### src/design/chid_pkg.sv
/*
 * Package for the chip identification and timer hold register group:
 * register indices, field positions, reset values and the decode helpers.
 * Assumes a 32-bit AHB-Lite bus in which each register takes one aligned word.
 */
package chid_pkg;

    // Printed register offsets are indices, not byte addresses
    localparam logic [31:0] CHAR3_IDX   = 32'h5000_3202;
    localparam logic [31:0] SWC_IDX     = 32'h5000_3203;
    localparam logic [31:0] REV_IDX     = 32'h5000_3204;
    localparam logic [31:0] HSET_IDX    = 32'h5000_3300;
    localparam logic [31:0] HCLR_IDX    = 32'h5000_3302;
    localparam logic [31:0] DBG_IDX     = 32'h5000_3304;
    localparam logic [31:0] STAT_IDX    = 32'h5000_3306;

    // Hold mask bit positions, shared by the set and clear registers
    localparam int HOLD_WDOG_BIT  = 3;
    localparam int HOLD_RADIO_BIT = 2;
    localparam int HOLD_SWTIM_BIT = 1;
    localparam int HOLD_WKUP_BIT  = 0;
    localparam int HOLD_W         = 4;
    localparam int SWC_W          = 4;

    // Values after reset
    localparam logic [3:0] HOLD_RST = 4'h0;
    localparam logic       DBG_RST  = 1'b1;
    localparam logic       STAT_RST = 1'b0;

    // AHB encodings that the slave checks
    localparam logic [2:0] HSIZE_WORD = 3'h2;

    // Register selected by the latched address phase
    typedef enum logic [2:0] {
        SEL_NONE, SEL_CHAR3, SEL_SWC, SEL_REV, SEL_HSET, SEL_HCLR, SEL_DBG, SEL_STAT
    } chid_sel_t;

    // Byte address of a register index; bits above 31 fall away
    function automatic logic [31:0] chid_byte_addr(input logic [31:0] idx);
        chid_byte_addr = {idx[29:0], 2'h0};
    endfunction : chid_byte_addr

    // Address decode, used by the slave at the address phase
    function automatic chid_sel_t chid_decode(input logic [31:0] addr);
        if (addr == chid_byte_addr(CHAR3_IDX))     chid_decode = SEL_CHAR3;
        else if (addr == chid_byte_addr(SWC_IDX))  chid_decode = SEL_SWC;
        else if (addr == chid_byte_addr(REV_IDX))  chid_decode = SEL_REV;
        else if (addr == chid_byte_addr(HSET_IDX)) chid_decode = SEL_HSET;
        else if (addr == chid_byte_addr(HCLR_IDX)) chid_decode = SEL_HCLR;
        else if (addr == chid_byte_addr(DBG_IDX))  chid_decode = SEL_DBG;
        else if (addr == chid_byte_addr(STAT_IDX)) chid_decode = SEL_STAT;
        else                                       chid_decode = SEL_NONE;
    endfunction : chid_decode

endpackage : chid_pkg

### src/design/chid_hold_if.sv
/*
 * Interface between the register front end and the timer hold core.
 * Assumes both ends run on the same clock.
 */
`timescale 1ns/100ps
interface chid_hold_if;
    logic [3:0] set_req;    // One-cycle write-one-to-hold mask
    logic [3:0] clr_req;    // One-cycle write-one-to-resume mask
    logic       dbg_en;     // Hold everything during a debug halt
    logic       halted;     // CPU halted in debug state
    logic       reset_only; // Watchdog in reset-only mode
    logic [3:0] sw_state;   // Software hold state
    logic [3:0] hold;       // Effective hold to each timer

    modport ctrl (output set_req, clr_req, dbg_en, halted, reset_only, input sw_state, hold);
    modport core (input set_req, clr_req, dbg_en, halted, reset_only, output sw_state, hold);
endinterface : chid_hold_if

### src/design/chid_regs.sv
/*
 * Chip identification and timer hold register group, top level.
 * Holds the AHB-Lite slave, the read/write control bits and the read mux,
 * and instantiates the identification bytes and the timer hold core.
 * Assumes a single AHB-Lite master issuing single word transfers on hclk.
 */
// Contract
// - Third type character byte, read only
// - Compatibility code low nibble, upper reserved
// - Revision letter byte, read only
// - Set bit 3 holds watchdog unless reset-only
// - Set bits 2..0 hold radio, software, wakeup
// - Clear register ones resume matching timers
// - Debug enable holds all timers when halted
// - Enable low: halted radio, software, wakeup holds follow software state
// - Watchdog always held during debug halt
// - Status bit 0 calibration flag, reset zero
// - Reset-only watchdog ignores software hold
`timescale 1ns/100ps
module chid_regs #(
    parameter logic [7:0] CHAR3_VALUE = 8'h39, // Arbitrary value
    parameter logic [3:0] SWC_VALUE   = 4'h0,
    parameter logic [7:0] REV_VALUE   = 8'h43  // Arbitrary value
) (
    // Clock and reset
    input  wire logic        hclk,
    input  wire logic        hresetn,
    // AHB-Lite slave
    input  wire logic        hsel,
    input  wire logic [31:0] haddr,
    input  wire logic [1:0]  htrans,
    input  wire logic        hwrite,
    input  wire logic [2:0]  hsize,
    input  wire logic [31:0] hwdata,
    input  wire logic        hready,
    output      logic        hreadyout,
    output      logic        hresp,
    output      logic [31:0] hrdata,
    // System status inputs
    input  wire logic        wdog_reset_only,
    input  wire logic        cpu_debug_halted,
    // Timer hold outputs
    output      logic        hold_watchdog,
    output      logic        hold_radio_master_clock,
    output      logic        hold_software_timer,
    output      logic        hold_wakeup_timer,
    // Control bits
    output      logic        debug_halt_hold_enable,
    output      logic        cal_phase_flag
);

    typedef struct packed {
        chid_pkg::chid_sel_t sel;
        logic                wr_pend;
        logic                rd_pend;
        logic                ready;
        logic                resp;
        logic [31:0]         rdata;
        logic                dbg_en;
        logic                cal;
    } chid_top_st_t;

    chid_top_st_t st_ff;
    chid_top_st_t nxt_st;

    logic [7:0] id_char3;
    logic [7:0] id_swc;
    logic [7:0] id_rev;
    logic       accept;
    logic       wr_data;

    chid_hold_if hif ();

    // Fixed identification bytes
    chid_id_regs #(
        .CHAR3 (CHAR3_VALUE),
        .SWC   (SWC_VALUE),
        .REV   (REV_VALUE)
    ) u_id (
        .hclk    (hclk),
        .hresetn (hresetn),
        .char3   (id_char3),
        .swc     (id_swc),
        .rev     (id_rev)
    );

    // Software and debug hold logic
    chid_hold_core u_core (
        .hclk    (hclk),
        .hresetn (hresetn),
        .hif     (hif)
    );

    // A transfer is taken only when selected, active, word sized and the bus is ready
    assign accept  = hsel && htrans[1] && hready && (hsize == chid_pkg::HSIZE_WORD);
    assign wr_data = st_ff.wr_pend;

    // Hold masks go to the core in the write data phase, so that a read that
    // follows at once already sees the new state in its wait cycle
    always_comb begin
        hif.set_req    = (wr_data && st_ff.sel == chid_pkg::SEL_HSET) ? hwdata[3:0] : 4'h0;
        hif.clr_req    = (wr_data && st_ff.sel == chid_pkg::SEL_HCLR) ? hwdata[3:0] : 4'h0;
        hif.dbg_en     = st_ff.dbg_en;
        hif.halted     = cpu_debug_halted;
        hif.reset_only = wdog_reset_only;
    end

    // Read mux; unmapped addresses and reserved bits read as zero
    function automatic logic [31:0] read_value(input chid_pkg::chid_sel_t sel,
                                               input logic [3:0]          sw,
                                               input logic                dbg,
                                               input logic                cal);
        case (sel)
            chid_pkg::SEL_CHAR3: read_value = {24'h000000, id_char3};
            chid_pkg::SEL_SWC:   read_value = {24'h000000, id_swc};
            chid_pkg::SEL_REV:   read_value = {24'h000000, id_rev};
            chid_pkg::SEL_HSET:  read_value = {28'h0000000, sw};
            chid_pkg::SEL_HCLR:  read_value = {28'h0000000, sw};
            chid_pkg::SEL_DBG:   read_value = {31'h00000000, dbg};
            chid_pkg::SEL_STAT:  read_value = {31'h00000000, cal};
            default:             read_value = 32'h00000000;
        endcase
    endfunction : read_value

    // Bus state machine: writes complete with no wait state, reads take one
    // wait cycle so that the answer comes from a register
    always_comb begin
        nxt_st         = st_ff;
        nxt_st.resp    = 1'b0;
        nxt_st.wr_pend = 1'b0;
        nxt_st.rd_pend = 1'b0;
        nxt_st.ready   = 1'b1;

        // Data phase of a write: store control bits
        if (wr_data) begin
            if (st_ff.sel == chid_pkg::SEL_DBG) begin
                nxt_st.dbg_en = hwdata[0];
            end
            if (st_ff.sel == chid_pkg::SEL_STAT) begin
                nxt_st.cal = hwdata[0];
            end
        end

        // Wait cycle of a read: capture the answer
        if (st_ff.rd_pend) begin
            nxt_st.rdata = read_value(st_ff.sel, hif.sw_state, st_ff.dbg_en, st_ff.cal);
        end

        // Address phase
        if (accept) begin
            nxt_st.sel     = chid_pkg::chid_decode(haddr);
            nxt_st.wr_pend = hwrite;
            nxt_st.rd_pend = !hwrite;
            nxt_st.ready   = hwrite;
        end
    end

    // State register
    always_ff @(posedge hclk or negedge hresetn) begin
        if (!hresetn) begin
            st_ff.sel     <= chid_pkg::SEL_NONE;
            st_ff.wr_pend <= 1'b0;
            st_ff.rd_pend <= 1'b0;
            st_ff.ready   <= 1'b1;
            st_ff.resp    <= 1'b0;
            st_ff.rdata   <= 32'h00000000;
            st_ff.dbg_en  <= chid_pkg::DBG_RST;
            st_ff.cal     <= chid_pkg::STAT_RST;
        end else begin
            st_ff <= nxt_st;
        end
    end

    // Outputs come straight from flip-flops here or in the core
    assign hreadyout               = st_ff.ready;
    assign hresp                   = st_ff.resp;
    assign hrdata                  = st_ff.rdata;
    assign debug_halt_hold_enable  = st_ff.dbg_en;
    assign cal_phase_flag          = st_ff.cal;
    assign hold_watchdog           = hif.hold[chid_pkg::HOLD_WDOG_BIT];
    assign hold_radio_master_clock = hif.hold[chid_pkg::HOLD_RADIO_BIT];
    assign hold_software_timer     = hif.hold[chid_pkg::HOLD_SWTIM_BIT];
    assign hold_wakeup_timer       = hif.hold[chid_pkg::HOLD_WKUP_BIT];

    // Identification reads return the fixed bytes, zero above
    char3_read_a: assert property (@(posedge hclk) disable iff (!hresetn)
        st_ff.rd_pend && st_ff.sel == chid_pkg::SEL_CHAR3 |=> hreadyout && hrdata == {24'h000000, CHAR3_VALUE})
        else $error("third type character read wrong");
    swc_read_a: assert property (@(posedge hclk) disable iff (!hresetn)
        st_ff.rd_pend && st_ff.sel == chid_pkg::SEL_SWC |=> hrdata == {28'h0000000, SWC_VALUE})
        else $error("compatibility code read wrong");
    rev_read_a: assert property (@(posedge hclk) disable iff (!hresetn)
        st_ff.rd_pend && st_ff.sel == chid_pkg::SEL_REV |=> hrdata == {24'h000000, REV_VALUE})
        else $error("revision letter read wrong");

    // A write to the set register reaches the watchdog hold two edges later
    set_to_hold_a: assert property (@(posedge hclk) disable iff (!hresetn)
        wr_data && st_ff.sel == chid_pkg::SEL_HSET && hwdata[3] && !wdog_reset_only ##1 !wdog_reset_only
        |=> hold_watchdog)
        else $error("watchdog hold write had no effect");

    // A write of zeros to the set register changes no hold state
    set_zero_a: assert property (@(posedge hclk) disable iff (!hresetn)
        wr_data && st_ff.sel == chid_pkg::SEL_HSET && hwdata[3:0] == 4'h0 |=> $stable(hif.sw_state))
        else $error("zero write changed hold state");

    // A clear write resumes the matching timers
    clr_write_a: assert property (@(posedge hclk) disable iff (!hresetn)
        wr_data && st_ff.sel == chid_pkg::SEL_HCLR |=> (hif.sw_state & $past(hwdata[3:0])) == 4'h0)
        else $error("clear write left a timer held");

    // Debug enable and calibration flag follow the written bit
    dbg_write_a: assert property (@(posedge hclk) disable iff (!hresetn)
        wr_data && st_ff.sel == chid_pkg::SEL_DBG |=> debug_halt_hold_enable == $past(hwdata[0]))
        else $error("debug hold enable not written");
    cal_write_a: assert property (@(posedge hclk) disable iff (!hresetn)
        wr_data && st_ff.sel == chid_pkg::SEL_STAT |=> cal_phase_flag == $past(hwdata[0]))
        else $error("calibration flag not written");
    cal_read_a: assert property (@(posedge hclk) disable iff (!hresetn)
        st_ff.rd_pend && st_ff.sel == chid_pkg::SEL_STAT |=> hrdata == {31'h00000000, $past(st_ff.cal)})
        else $error("status read wrong");

    // Reads always answer after exactly one wait cycle
    read_wait_a: assert property (@(posedge hclk) disable iff (!hresetn)
        accept && !hwrite |=> !hreadyout ##1 hreadyout)
        else $error("read wait state wrong");
    write_nowait_a: assert property (@(posedge hclk) disable iff (!hresetn)
        accept && hwrite |=> hreadyout)
        else $error("write inserted a wait state");
    resp_okay_a: assert property (@(posedge hclk) disable iff (!hresetn)
        !hresp)
        else $error("error response seen");

    // A refused size leaves the bus idle, so nothing is stored later
    size_skip_a: assert property (@(posedge hclk) disable iff (!hresetn)
        hsel && htrans[1] && hready && hsize != chid_pkg::HSIZE_WORD
        |=> hreadyout && !st_ff.wr_pend && !st_ff.rd_pend)
        else $error("non-word transfer taken");

    // Read data stand until the next read captures new ones
    none_read_a: assert property (@(posedge hclk) disable iff (!hresetn)
        st_ff.rd_pend && st_ff.sel == chid_pkg::SEL_NONE |=> hrdata == 32'h00000000)
        else $error("unmapped read not zero");
    rdata_keep_a: assert property (@(posedge hclk) disable iff (!hresetn)
        !st_ff.rd_pend |=> $stable(hrdata))
        else $error("read data changed without a read");
    hset_read_a: assert property (@(posedge hclk) disable iff (!hresetn)
        st_ff.rd_pend && st_ff.sel == chid_pkg::SEL_HSET |=> hrdata == {28'h0000000, $past(hif.sw_state)})
        else $error("hold set read wrong");
    hclr_read_a: assert property (@(posedge hclk) disable iff (!hresetn)
        st_ff.rd_pend && st_ff.sel == chid_pkg::SEL_HCLR |=> hrdata == {28'h0000000, $past(hif.sw_state)})
        else $error("hold clear read wrong");
    dbg_read_a: assert property (@(posedge hclk) disable iff (!hresetn)
        st_ff.rd_pend && st_ff.sel == chid_pkg::SEL_DBG |=> hrdata == {31'h00000000, $past(st_ff.dbg_en)})
        else $error("debug enable read wrong");

    // Control bits change only through their own write
    dbg_keep_a: assert property (@(posedge hclk) disable iff (!hresetn)
        !(wr_data && st_ff.sel == chid_pkg::SEL_DBG) |=> $stable(debug_halt_hold_enable))
        else $error("debug enable changed unwritten");
    cal_keep_a: assert property (@(posedge hclk) disable iff (!hresetn)
        !(wr_data && st_ff.sel == chid_pkg::SEL_STAT) |=> $stable(cal_phase_flag))
        else $error("calibration flag changed unwritten");

    // Hold pins seen from outside, one edge after their causes
    wdog_pin_a: assert property (@(posedge hclk) disable iff (!hresetn)
        !wdog_reset_only && !cpu_debug_halted |=> hold_watchdog == $past(hif.sw_state[3]))
        else $error("watchdog hold pin wrong");
    halt_pin_a: assert property (@(posedge hclk) disable iff (!hresetn)
        cpu_debug_halted |=> hold_watchdog)
        else $error("watchdog pin free in debug halt");
    ro_pin_a: assert property (@(posedge hclk) disable iff (!hresetn)
        wdog_reset_only && !cpu_debug_halted |=> !hold_watchdog)
        else $error("reset-only watchdog pin held");
    radio_pin_a: assert property (@(posedge hclk) disable iff (!hresetn)
        !cpu_debug_halted |=> hold_radio_master_clock == $past(hif.sw_state[2]))
        else $error("radio clock hold pin wrong");

endmodule : chid_regs

### src/design/chid_id_regs.sv
/*
 * Read-only identification bytes, held in registers.
 * Assumes the values are fixed at build time by parameters.
 */
`timescale 1ns/100ps
module chid_id_regs #(
    parameter logic [7:0] CHAR3 = 8'h39, // Arbitrary value
    parameter logic [3:0] SWC   = 4'h0,
    parameter logic [7:0] REV   = 8'h43  // Arbitrary value
) (
    // Clock and reset
    input  wire logic       hclk,
    input  wire logic       hresetn,
    // Identification bytes
    output      logic [7:0] char3,
    output      logic [7:0] swc,
    output      logic [7:0] rev
);
    typedef struct packed {
        logic [7:0] char3;
        logic [7:0] swc;
        logic [7:0] rev;
    } chid_id_st_t;

    chid_id_st_t st_ff;
    chid_id_st_t nxt_st;

    // Upper nibble of the compatibility byte is reserved and reads zero
    always_comb begin
        nxt_st.char3 = CHAR3;
        nxt_st.swc   = {4'h0, SWC};
        nxt_st.rev   = REV;
    end

    // Values appear one edge after reset release
    always_ff @(posedge hclk or negedge hresetn) begin
        if (!hresetn) begin
            st_ff <= '0;
        end else begin
            st_ff <= nxt_st;
        end
    end

    assign char3 = st_ff.char3;
    assign swc   = st_ff.swc;
    assign rev   = st_ff.rev;
endmodule : chid_id_regs

### src/design/chid_hold_core.sv
/*
 * Timer hold core: software hold state and the effective hold per timer.
 * Assumes set and clear masks are one-cycle pulses from the register front end.
 */
`timescale 1ns/100ps
module chid_hold_core (
    // Clock and reset
    input wire logic hclk,
    input wire logic hresetn,
    // Control and result
    chid_hold_if.core hif
);
    typedef struct packed {
        logic [3:0] sw;
        logic [3:0] hold;
    } chid_core_st_t;

    chid_core_st_t st_ff;
    chid_core_st_t nxt_st;

    // Set wins over clear so that a hold request is never lost
    always_comb begin
        nxt_st.sw = (st_ff.sw & ~hif.clr_req) | hif.set_req;
        nxt_st.hold[chid_pkg::HOLD_WDOG_BIT] = (st_ff.sw[chid_pkg::HOLD_WDOG_BIT] & ~hif.reset_only)
                                             | hif.halted;
        nxt_st.hold[2:0] = st_ff.sw[2:0] | {3{hif.halted & hif.dbg_en}};
    end

    always_ff @(posedge hclk or negedge hresetn) begin
        if (!hresetn) begin
            st_ff <= {chid_pkg::HOLD_RST, 4'h0};
        end else begin
            st_ff <= nxt_st;
        end
    end

    assign hif.sw_state = st_ff.sw;
    assign hif.hold     = st_ff.hold;

    wdog_hold_a: assert property (@(posedge hclk) disable iff (!hresetn)
        st_ff.sw[3] && !hif.reset_only |=> hif.hold[3])
        else $error("watchdog hold not applied");
    hold_set_a: assert property (@(posedge hclk) disable iff (!hresetn)
        hif.set_req != 4'h0 |=> st_ff.sw == ($past(st_ff.sw) & ~$past(hif.clr_req) | $past(hif.set_req)))
        else $error("hold set mask misapplied");
    hold_clr_a: assert property (@(posedge hclk) disable iff (!hresetn)
        hif.clr_req != 4'h0 && hif.set_req == 4'h0 |=> st_ff.sw == ($past(st_ff.sw) & ~$past(hif.clr_req)))
        else $error("hold clear mask misapplied");
    dbg_all_a: assert property (@(posedge hclk) disable iff (!hresetn)
        hif.halted && hif.dbg_en |=> hif.hold == 4'hF)
        else $error("debug halt did not hold all timers");
    dbg_follow_a: assert property (@(posedge hclk) disable iff (!hresetn)
        hif.halted && !hif.dbg_en |=> hif.hold[2:0] == $past(st_ff.sw[2:0]))
        else $error("debug halt hold not following software state");
    dbg_wdog_a: assert property (@(posedge hclk) disable iff (!hresetn)
        hif.halted |=> hif.hold[3])
        else $error("watchdog not held in debug halt");
    rst_only_a: assert property (@(posedge hclk) disable iff (!hresetn)
        hif.reset_only && !hif.halted |=> !hif.hold[3])
        else $error("software hold reached reset-only watchdog");
endmodule : chid_hold_core

### config.mk
export PLATFORM = sky130hd
export DESIGN_NAME = chid_regs
export DESIGN_NICKNAME = d
export VERILOG_FILES = /design/src/design/chid_pkg.sv /design/src/design/chid_hold_if.sv /design/src/design/chid_regs.sv /design/src/design/chid_id_regs.sv /design/src/design/chid_hold_core.sv
export SDC_FILE = /design/constraint.sdc
export NUM_CORES = 1
export LEC_CHECK = 0
export ABC_AREA = 1
export BUFFER_PORTS_ARGS = -buffer_cell sky130_fd_sc_hd__buf_2
export CORE_MARGIN = 4
export CORE_UTILIZATION = 43
export CTS_BUF_LIST = sky130_fd_sc_hd__clkbuf_4 sky130_fd_sc_hd__clkbuf_8 sky130_fd_sc_hd__clkbuf_16
export CTS_CLUSTER_DIAMETER = 120
export DETAILED_ROUTE_END_ITERATION = 7
export HOLD_SLACK_MARGIN = 0.02
export PLACE_DENSITY = 0.86
export SLEW_MARGIN = 20
export SYNTH_ARGS = -nofsm -noshare
export SYNTH_HDL_FRONTEND = slang
export SYNTH_SLANG_ARGS = --single-unit
### constraint.sdc
create_clock -name hclk -period 2.4 [get_ports hclk]
set_clock_uncertainty 0.05 [all_clocks]
set_input_delay 0.36 -clock hclk [delete_from_list [all_inputs] [get_ports hclk]]
set_output_delay 0.36 -clock hclk [all_outputs]
set_load 0.02 [all_outputs]
Yosys cells after proc, flatten, opt, wreduce, memory -nomap -nowiden:

Cells that the tools add are included.
W data, S select, Z words.

* bits in registers: 50
* bits of input ports: 76
* output and inout port bits: 40
* logic and storage cells: 53

* equal/unequal tests: 14
* multiplexer cells: 11
* bitwise gates (word level): 8
* reductions and logical operators: 9

Operators with widths (count)
* $eq A32 B31 Y1 const B: 7
* $pmux W7 S5: 1
* $mux W3: 8
* $eq A3 B3 Y1 const B: 4
* $mux W4: 2
* $eq A3 B2 Y1 const B: 2
* $logic_and A1 B1 Y1: 5
* $and A4 B4 Y4: 1
* $not A4 Y4: 1
* $or A4 B4 Y4: 1
* $reduce_and A2 Y1: 2
* $eq A3 B1 Y1 const B: 1
* $or A3 B3 Y3: 1
* $and A1 B1 Y1: 2
* $reduce_or A2 Y1: 1
* $logic_not A1 Y1: 1
* $not A1 Y1: 1
* $or A1 B1 Y1: 1

Logic depth before layout (Yosys ltp):

Gate-level depths: netlist (run 1).

* depth after elaboration: 8
* gate-level depth with buffers: 10
* mapped depth without buffers: 10

Hierarchy:

A second synthesis (run 1) with hierarchy kept.

* cell total of the unflattened synthesis: 294
* area total of the unflattened synthesis: 1955.6 um2

Modules (own cells, without submodules)
* chid_regs: times used 1, cells an instance 233, area an instance 1446.4 um2
* chid_hold_core: times used 1, cells an instance 35, area an instance 304.0 um2
* chid_id_regs: times used 1, cells an instance 26, area an instance 205.2 um2

Worst setup path before layout (run 1):

Ideal clock, no wire load.

* path kind: input port to flip-flop
* from: input haddr[23]
* to: register st_ff[40] (netlist bit)
* arrival: 1015 ps
* required time: 2234 ps
* setup slack: 1218 ps
* stages on the path: 8
* path through: nor2_1 -> nand2_1 -> nor2_2 -> nand3_1 -> a21oi_1 -> nor2_1 -> nand2_1 -> nand2_1

* word-level cells in the longest chain between the ends: 8
* elaborated cells between the ends (all ways): 14
* classes of those cells: eq/ne: 7; mux: 7

RTL lines
* from (decl): RTL line chid_regs.sv:30 `input wire logic [31:0] haddr,`
* $eq A32 B31 Y1: RTL line chid_pkg.sv:51 `else if (addr == chid_byte_addr(STAT_IDX)) chid_decode = SEL_STAT;`
* $mux W3: RTL line chid_pkg.sv:51
* $mux W3: RTL line chid_pkg.sv:50 `else if (addr == chid_byte_addr(DBG_IDX)) chid_decode = SEL_DBG;`
* $mux W3: RTL line chid_pkg.sv:49 `else if (addr == chid_byte_addr(HCLR_IDX)) chid_decode = SEL_HCLR;`
* $mux W3: RTL line chid_pkg.sv:48 `else if (addr == chid_byte_addr(HSET_IDX)) chid_decode = SEL_HSET;`
* $mux W3: RTL line chid_pkg.sv:47 `else if (addr == chid_byte_addr(REV_IDX)) chid_decode = SEL_REV;`
* $mux W3: RTL line chid_pkg.sv:46 `else if (addr == chid_byte_addr(SWC_IDX)) chid_decode = SEL_SWC;`
* $mux W3 *: RTL line chid_pkg.sv:45 `if (addr == chid_byte_addr(CHAR3_IDX)) chid_decode = SEL_CHAR3;`
* to (signal assigned): RTL line chid_regs.sv:170 `st_ff <= nxt_st;`
* to (decl): RTL line chid_regs.sv:63 `chid_top_st_t st_ff;`

Every way passes the cells marked *; elsewhere a longest branch is shown, timed or not.
A chain may end at the register's enable or synchronous reset.

Worst setup path in the final report (run 1):

* from: register, netlist name debug_halt_hold_enable
* to: output debug_halt_hold_enable

RTL lines
* to (decl): RTL line chid_regs.sv:48 `output logic debug_halt_hold_enable,`

No word-level cell between the ends.

==> results.yml, run 1 <==
synthesis:
  synth_common_cells: "nand2_1, buf_4, nor2_1"
  ys_ff_latch: 23
  synth_edf_count: 0
  postSynth.asyncResetShare: 1.000
  synth_area_leaders: "dfrtp_1, buf_4, nand2_1"
  synthFlopType: "dfrtp_1"
  ys_seq_area_frac: 0.3886
  yosysMostFrequentCell: "nand2_1"
  netlist_area_sq_um: 1488
  avgSynthCellArea_sq_um: 7.590
  synth.top_cell.area_share: 0.3532
  synth_cells: 196
  ys_warn_count: 0
  synth_cell_types: 24
  synth_area_leader_cell: "dfrtp_1"
die:
  fp.dieH_um: 66.82
  die_w_um: 66.82
  rows: 21
  start_util: 0.4458
  pin_count: 116
  core_sq_um: 3337
  die_area_sq_um: 4465
route:
  final_antenna_net_count: 0
  dr.pass1.iters: 4
  drt-initial-drc-count: 37
  maxUsedRoutingLayer: "met4"
  drc: 0
  drt-met1-wl_mm: 1.085
  dr_wl_met2_mm: 1.408
  vias: 1290
  wire_per_inst_um: 9.452
  wirelength_mm: 2.826
  vias_per_cell: 4.314
  dr_wl_met3_um: 297
grt:
  grt.total_usage: 0.1377
  antenna_found_initial: 0
  grt_pass1_vias: 1210
  grt_max_degree: 24
  grt_pass1_wl_mm: 4.843
  gr-total-overflow: 0
pwr:
  power_mw: 0.7532
  p_leak_nw: 0.9426
  p_per_area_nw_per_um2: 435.0
  vdd_ir_drop_max_mv: 0.1310
critical_path:
  endpoint_kind: "output port"
  worstSetupStartpointType: "flip-flop"
  max_stage_delay_ps: 580
  cpLargestDelayFamily: "flip-flops"
  cp.arrival_ps: 1060
  critical_path_class: "flip-flop to output port"
  worst-path-buf-inv: 1
  slowest_stage: "dfstp_2"
  worstPathMaxFanout: 4
  crit_chain: "buf_2"
  crit_required_ps: 1990
  r2r_setup_slack_ps: 1160
cts:
  cts-root-buf: "clkbuf_4"
  clk-insertion-delay-late_ps: 310
  numCtsBuffers: 3
  cts_tree: "built"
  htree_levels: 1
  clk_pin_slew_ps: 120
  cts.path.max_buffers: 2
  clkSinkCount: 23
  postCtsSetupBuffers: 0
sta:
  period_needed_ps: 1474
  hold_viol_final: 0
  max_freq_ghz: 0.6783
  rsz0062_at_grt: "false"
  setup_viol: 0
  setup_tns_ps: 0
  holdWs_ps: 161.4
  period_share: 0.6143
  slew_viol_final: 0
finish:
  area_growth_pct: 16.40
  antenna_cells: 0
  nets: 330
  drive_gt1_frac: 0.3320
place:
  io_buffers: 60
  place_hpwl_mm: 2.441
  gp_congestion: 0.8530
hold_path:
  hold_class: "input pin to flip-flop"
outcome:
  status: "complete, no violations"
run:
  drv_cap: 0
==> cells by family after synthesis <==
group	count (synthesis)	share of synthesized area
flip-flops	23	0.3886
buffers and inverters	59	0.2321
other	2	0.005048
AND/OR/NAND/NOR	91	0.2977
AO/OA/AOI/OAI	21	0.07654
==> worst paths after layout <==
kind	startpoint	end	depth (start not counted)
worst max-delay path	debug_halt_hold_enable	debug_halt_hold_enable	1
worst min-delay path	hwrite	st_ff[36]	2
worst max register to register	st_ff[40]	u_core.hif.sw_state[1]	5
worst min register to register	hrdata[6]	hrdata[6]	2
max in group asynchronous	hresetn	hreadyout	2
min in group asynchronous	hresetn	u_core.hif.hold[2]	2
==> sequential cells by signal, summed over array words and instances, names as in the netlist <==
register / count
hrdata: 6
u_core.hif.hold: 4
hreadyout: 1
cal_phase_flag: 1
debug_halt_hold_enable: 1
u_core.hif.sw_state: 4
wr_data: 1
st_ff: 4
u_id.rev: 1
==> layer usage <==
metal,global-route usage,vias to the layer above
met4,0.05330,0
met2,0.2537,60
met1,0.1556,558
met3,0.02361,3
li1,-,669
met5,0,-
==> cells in the final DEF, fill, tap and decap left out, types with 2 or more instances in the layout <==
cell / synthesis / layout
inv_2: 4 / 4
a21oi_1: 4 / 4
nor2_1: 25 / 25
nand3_1: 12 / 12
buf_2: 0 / 60
inv_1: 20 / 20
nor2_4: 2 / 2
clkinv_1: 2 / 2
nor2_2: 4 / 4
nand4_1: 5 / 5
conb_1: 2 / 27
o21ai_1: 13 / 13
dfstp_2: 2 / 2
dfrtp_1: 21 / 21
clkbuf_4: 0 / 4
nand2_2: 4 / 4
nand2_1: 35 / 35
==> area by class of cell <==
cell class | count | area [sq um]
clock buffers | 4 | 30.03
multi-input cells | 139 | 658.1
flip-flops and latches | 23 | 578.1
inverters | 26 | 97.59
repair buffers | 61 | 310.3
fillers | 348 | 1605
well taps | 46 | 57.56
==> where the power goes <==
group	internal, mW	switching, mW
registers	0.403	0.0128
clock network	0.0763	0.111
logic	0.0516	0.0993
==> stage by stage <==
stage	area, sq um	setup slack (ps)	util	cells
floorplan	1582	1218	-	221
CTS	1732	914.8	0.5189	299
finish	1732	925.7	0.5189	299
global placement	1692	1015	0.5069	294
detailed placement	1692	1025	0.5069	294
global route	1732	883.0	0.5189	299
==> repair_timing <==
item                                   4_1_cts  5_1_grt
hold buffers                                 1        0
endpoints found under the hold margin       21        0
gates resized for setup                      0        0
Power figures use the tool's default switching activity.
==> inputs of run 2 (changes only) <==
--- a/config.mk
+++ b/config.mk
@@ -8,12 +8,12 @@
 export ABC_AREA = 1
 export BUFFER_PORTS_ARGS = -buffer_cell sky130_fd_sc_hd__buf_2
 export CORE_MARGIN = 4
-export CORE_UTILIZATION = 43
+export CORE_UTILIZATION = 36
 export CTS_BUF_LIST = sky130_fd_sc_hd__clkbuf_4 sky130_fd_sc_hd__clkbuf_8 sky130_fd_sc_hd__clkbuf_16
 export CTS_CLUSTER_DIAMETER = 120
 export DETAILED_ROUTE_END_ITERATION = 7
 export HOLD_SLACK_MARGIN = 0.02
-export PLACE_DENSITY = 0.86
+export PLACE_DENSITY = 0.77
 export SLEW_MARGIN = 20
 export SYNTH_ARGS = -nofsm -noshare
 export SYNTH_HDL_FRONTEND = slang
==> constraint.sdc (replaced) <==
create_clock -name hclk -period 1.3 [get_ports hclk]
set_clock_uncertainty 0.05 [all_clocks]
set_input_delay 0.195 -clock hclk [delete_from_list [all_inputs] [get_ports hclk]]
set_output_delay 0.195 -clock hclk [all_outputs]
set_load 0.02 [all_outputs]
==> results.yml, run 2 (same netlist as run 1, synthesis figures left out) <==
die:
  fp.dieH_um: 72.29
  core_sq_um: 4000
  rows: 23
  die_w_um: 72.29
  die_area_sq_um: 5225
  pin_count: 116
  start_util: 0.3719
sta:
  hold_viol_final: 0
  period_share: 0.9633
  worst_slew_pin_slew_ps: 503.1
  setup_viol: 0
  period_needed_ps: 1252
  setup_tns_ps: 0
  max_freq_ghz: 0.7986
  slew_viol_final: 0
  rsz0062_at_grt: "false"
  max_slew_margin: 0.6646
hold_path:
  hold_class: "input pin to flip-flop"
  min_from: "wdog_reset_only"
  hold_depth: 2
  whs_endpoint: "u_core.hif.hold[3]"
grt:
  grt_pass1_wl_mm: 4.395
  grt.total_usage: 0.09896
  grt_pass1_vias: 1130
  grt_max_degree: 24
  antenna_found_initial: 0
  gr-total-overflow: 0
critical_path:
  cp.arrival_ps: 1010
  r2r-end: "hrdata[0]"
  crit_chain: "buf_2"
  crit_required_ps: 1050
  worstSetupStartpointType: "flip-flop"
  max_stage_delay_ps: 580
  r2r_setup_slack_ps: 130
  worst-path-buf-inv: 1
  r2r_start: "st_ff[39]"
  endpoint_kind: "output port"
  cpLargestDelayFamily: "flip-flops"
  critical_path_class: "flip-flop to output port"
  worstPathMaxFanout: 4
  slowest_stage: "dfstp_2"
  worst_r2r_path_depth: 6
finish:
  largest_reg_flops: 6
  fillers: 404
  layout_commonest_cell: "buf_2"
  antenna_cells: 0
  area_growth_pct: 18.84
  drive_gt1_frac: 0.3386
  nets: 331
  fin_cells: 304
  final_cell_mix: "buf_2, nand2_1, conb_1"
cts:
  clkSinkCount: 23
  htree_levels: 1
  clk_pin_slew_ps: 80
  clk-insertion-delay-late_ps: 260
  cts.path.max_buffers: 2
  numCtsBuffers: 3
  cts_tree: "built"
  cts-root-buf: "clkbuf_8"
  postCtsSetupBuffers: 0
place:
  place_hpwl_mm: 2.483
  gp_congestion: 0.7493
  io_buffers: 60
  dp_cells: 299
route:
  vias: 1283
  drt-initial-drc-count: 37
  drc: 0
  wire_per_inst_um: 9.424
  wirelength_mm: 2.865
  dr.pass1.iters: 4
  vias_per_cell: 4.220
  final_antenna_net_count: 0
pwr:
  vdd_ir_drop_max_mv: 0.3698
  p_leak_nw: 0.9558
  p_per_area_nw_per_um2: 845.4
outcome:
  status: "complete, no violations"
run:
  drv_cap: 0
-- run 2: worst max path at each step --
stage                     depth (start not counted)              startpoint                      to  slack (ps)
after global placement                            9               haddr[13]               st_ff[40]          70
after CTS                                         1  debug_halt_hold_enable  debug_halt_hold_enable          50
after detailed placement                          9                haddr[9]               st_ff[40]          70
after floorplan                                   5               st_ff[40]  u_core.hif.sw_state[0]         230
final                                             1  debug_halt_hold_enable  debug_halt_hold_enable          50
after global routing                              1  debug_halt_hold_enable  debug_halt_hold_enable          30
-- run 2: power by group --
group	internal [mW]	switching, mW	total (mW)
combinational	0.0954	0.185	0.280
sequential	0.743	0.0246	0.768
clock	0.239	0.208	0.447
total	1.08	0.417	1.49
-- run 2: final cells by class --
class | instances | area [sq um] | area share
Sequential cell | 23 | 578.1 | 0.3270
Multi-Input combinational cell | 139 | 663.1 | 0.3751
Clock buffer | 4 | 48.80 | 0.02760
Timing Repair Buffer | 62 | 317.8 | 0.1798
Inverter | 26 | 97.59 | 0.05520
Tap cell | 50 | 62.56 | 0.03539
-- run 2: what timing repair did --
action	CTS	global route
hold endpoints to repair	21	0
gates resized for setup	0	1
endpoints found under the setup margin	0	1
hold buffers	1	0
-- run 2: worst register-to-register path: stages, from the launching register on --
cell and delay (ps):
dfrtp_1 460, nand2_1 110, clkinv_1 70, nand3_1 70, nand3_1 70, a21oi_1 150, o21ai_1 80
-- run 2: metal layers --
layer / global-route usage / vias up / share of wire
met5: 0 / - / 0
met4: 0.01253 / 0 / 0.0028
met3: 0.02216 / 2 / 0.12
met2: 0.1840 / 61 / 0.49
met1: 0.1184 / 550 / 0.39
li1: - / 670 / -
-- run 2: per-stage QoR --
stage          total power [mW]  hold slack [ps]  instance area [sq um]  setup WS (ps)  utilization
2_1_floorplan             1.007           -150.6                   1582          227.1            -
3_3_place_gp              1.051            133.1                   1704          68.90       0.4260
3_5_place_dp              1.060            148.9                   1704          65.91       0.4260
4_1_cts                   1.513            55.05                   1763          48.72       0.4407
5_1_grt                   1.573            54.09                   1768          27.98       0.4420
6_report                  1.495            57.18                   1768          47.77       0.4420
==> inputs of run 3 (changes only) <==
--- a/config.mk
+++ b/config.mk
@@ -7,13 +7,15 @@
 export LEC_CHECK = 0
 export ABC_AREA = 1
 export BUFFER_PORTS_ARGS = -buffer_cell sky130_fd_sc_hd__buf_2
+export CELL_PAD_IN_SITES_DETAIL_PLACEMENT = 1
+export CELL_PAD_IN_SITES_GLOBAL_PLACEMENT = 2
 export CORE_MARGIN = 4
-export CORE_UTILIZATION = 36
+export CORE_UTILIZATION = 17
 export CTS_BUF_LIST = sky130_fd_sc_hd__clkbuf_4 sky130_fd_sc_hd__clkbuf_8 sky130_fd_sc_hd__clkbuf_16
 export CTS_CLUSTER_DIAMETER = 120
 export DETAILED_ROUTE_END_ITERATION = 7
 export HOLD_SLACK_MARGIN = 0.02
-export PLACE_DENSITY = 0.77
+export PLACE_DENSITY = 0.76
 export SLEW_MARGIN = 20
 export SYNTH_ARGS = -nofsm -noshare
 export SYNTH_HDL_FRONTEND = slang
==> results.yml, run 3 (same netlist as run 1, synthesis figures left out) <==
outcome:
  status: "complete, no violations"
critical_path:
  worst-path-buf-inv: 1
  crit_chain: "buf_2"
  cpLargestDelayFamily: "flip-flops"
  r2r_start: "st_ff[39]"
  critical_path_class: "flip-flop to output port"
  worstSetupStartpointType: "flip-flop"
  cp.arrival_ps: 1000
  crit_required_ps: 1050
  max_stage_delay_ps: 570
  worst_r2r_path_depth: 6
  slowest_stage: "dfstp_2"
  r2r-end: "hrdata[0]"
  r2r_setup_slack_ps: 110
  worstPathMaxFanout: 4
  endpoint_kind: "output port"
sta:
  setup_viol: 0
  setup_tns_ps: 0
  hold_viol_final: 0
  slew_viol_final: 0
  worst_slew_pin_slew_ps: 515.0
  max_freq_ghz: 0.8039
  max_slew_margin: 0.6567
  fin_ws_ps: 56.06
  holdWs_ps: 48.62
  period_share: 0.9569
  period_needed_ps: 1244
  rsz0062_at_grt: "false"
cts:
  clk_pin_slew_ps: 80
  ctsResizeCount: 0
  htree_levels: 1
  cts_tree: "built"
  clk-insertion-delay-late_ps: 260
  clkSinkCount: 23
  cts-root-buf: "clkbuf_8"
  postCtsSetupBuffers: 0
  numCtsBuffers: 3
  cts.path.max_buffers: 2
  hold_buffers: 1
place:
  gp_congestion: 0.6856
  place_hpwl_mm: 3.174
  io_buffers: 60
  pre_cts_ws_ps: -22.42
finish:
  area_growth_pct: 23.97
  largest_reg_flops: 6
  layout_commonest_cell: "buf_2"
  final_cell_mix: "buf_2, nand2_1, conb_1"
  drive_gt1_frac: 0.3398
  regArea_sq_um: 578.1
  fillers: 1059
  nets: 333
  multi_input_comb_area_sq_um: 658.1
  antenna_cells: 0
grt:
  grt_max_degree: 24
  antenna_found_initial: 0
  grt.total_usage: 0.06850
  grt_busiest_layer: "met2"
  grt_pass1_vias: 1319
  met1_usage: 0.08347
  gr-total-overflow: 0
  grtUsageMet2: 0.1217
  grt_pass1_wl_mm: 5.761
  use_met3: 0.01446
die:
  rows: 33
  pin_count: 116
  fp.dieH_um: 101.5
  die_w_um: 101.5
  die_area_sq_um: 10310
  core_sq_um: 8382
  start_util: 0.1775
route:
  wirelength_mm: 3.633
  vias_per_cell: 3.695
  dr.pass1.iters: 4
  drc: 0
  wire_per_inst_um: 10.06
  vias: 1334
  drt-initial-drc-count: 14
  final_antenna_net_count: 0
pwr:
  vdd_ir_drop_max_mv: 0.2778
  p_leak_nw: 0.9657
  p_per_area_nw_per_um2: 808.6
hold_path:
  hold_depth: 2
  whs_endpoint: "st_ff[36]"
  min_from: "hwrite"
  hold_class: "input pin to flip-flop"
run:
  drv_cap: 0
## run 3: changes by cell type in the layout (fill, tap and decap cells not counted)
cell	change
buf_4	+2
clkbuf_4	-1
clkinv_2	+1
nand3_1	+1
nand3_2	-1
## run 3: worst max path at each step
stage	startpoint	end	slack [ps]	cells after the start
after floorplan	st_ff[40]	u_core.hif.sw_state[0]	230	5
final	debug_halt_hold_enable	debug_halt_hold_enable	60	1
after global placement	haddr[9]	st_ff[40]	-30	9
after global routing	st_ff[39]	u_core.hif.sw_state[0]	4	4
after detailed placement	haddr[9]	st_ff[40]	-20	9
after CTS	debug_halt_hold_enable	debug_halt_hold_enable	40	1
## run 3: final cells by class
class / instances / share of cell area
repair buffers: 64 / 0.1805
well taps: 105 / 0.07123
clock buffers: 3 / 0.02239
multi-input cells: 139 / 0.3569
inverters: 26 / 0.05292
flip-flops and latches: 23 / 0.3134
clock inverters: 1 / 0.002714
## run 3: stage by stage
stage | util | instance area (sq um) | power [mW] | instances
4_1_cts | 0.2200 | 1844 | 1.526 | 361
2_1_floorplan | - | 1582 | 1.007 | 221
3_5_place_dp | 0.2133 | 1788 | 1.070 | 356
6_report | 0.2200 | 1844 | 1.491 | 361
5_1_grt | 0.2200 | 1844 | 1.588 | 361
3_3_place_gp | 0.2133 | 1788 | 1.061 | 356
## run 3: report_power, final
part / switching, mW / internal (mW)
Clock: 0.224 / 0.214
Combinational: 0.190 / 0.0972
Sequential: 0.0232 / 0.743
Total: 0.437 / 1.05
## run 3: per-layer routing
metal	up-vias	wire, um	share of wire
li1	672	-	-
met1	603	1458	0.40
met2	54	1841	0.51
met3	5	298	0.082
met4	0	34	0.0094
met5	-	0	0
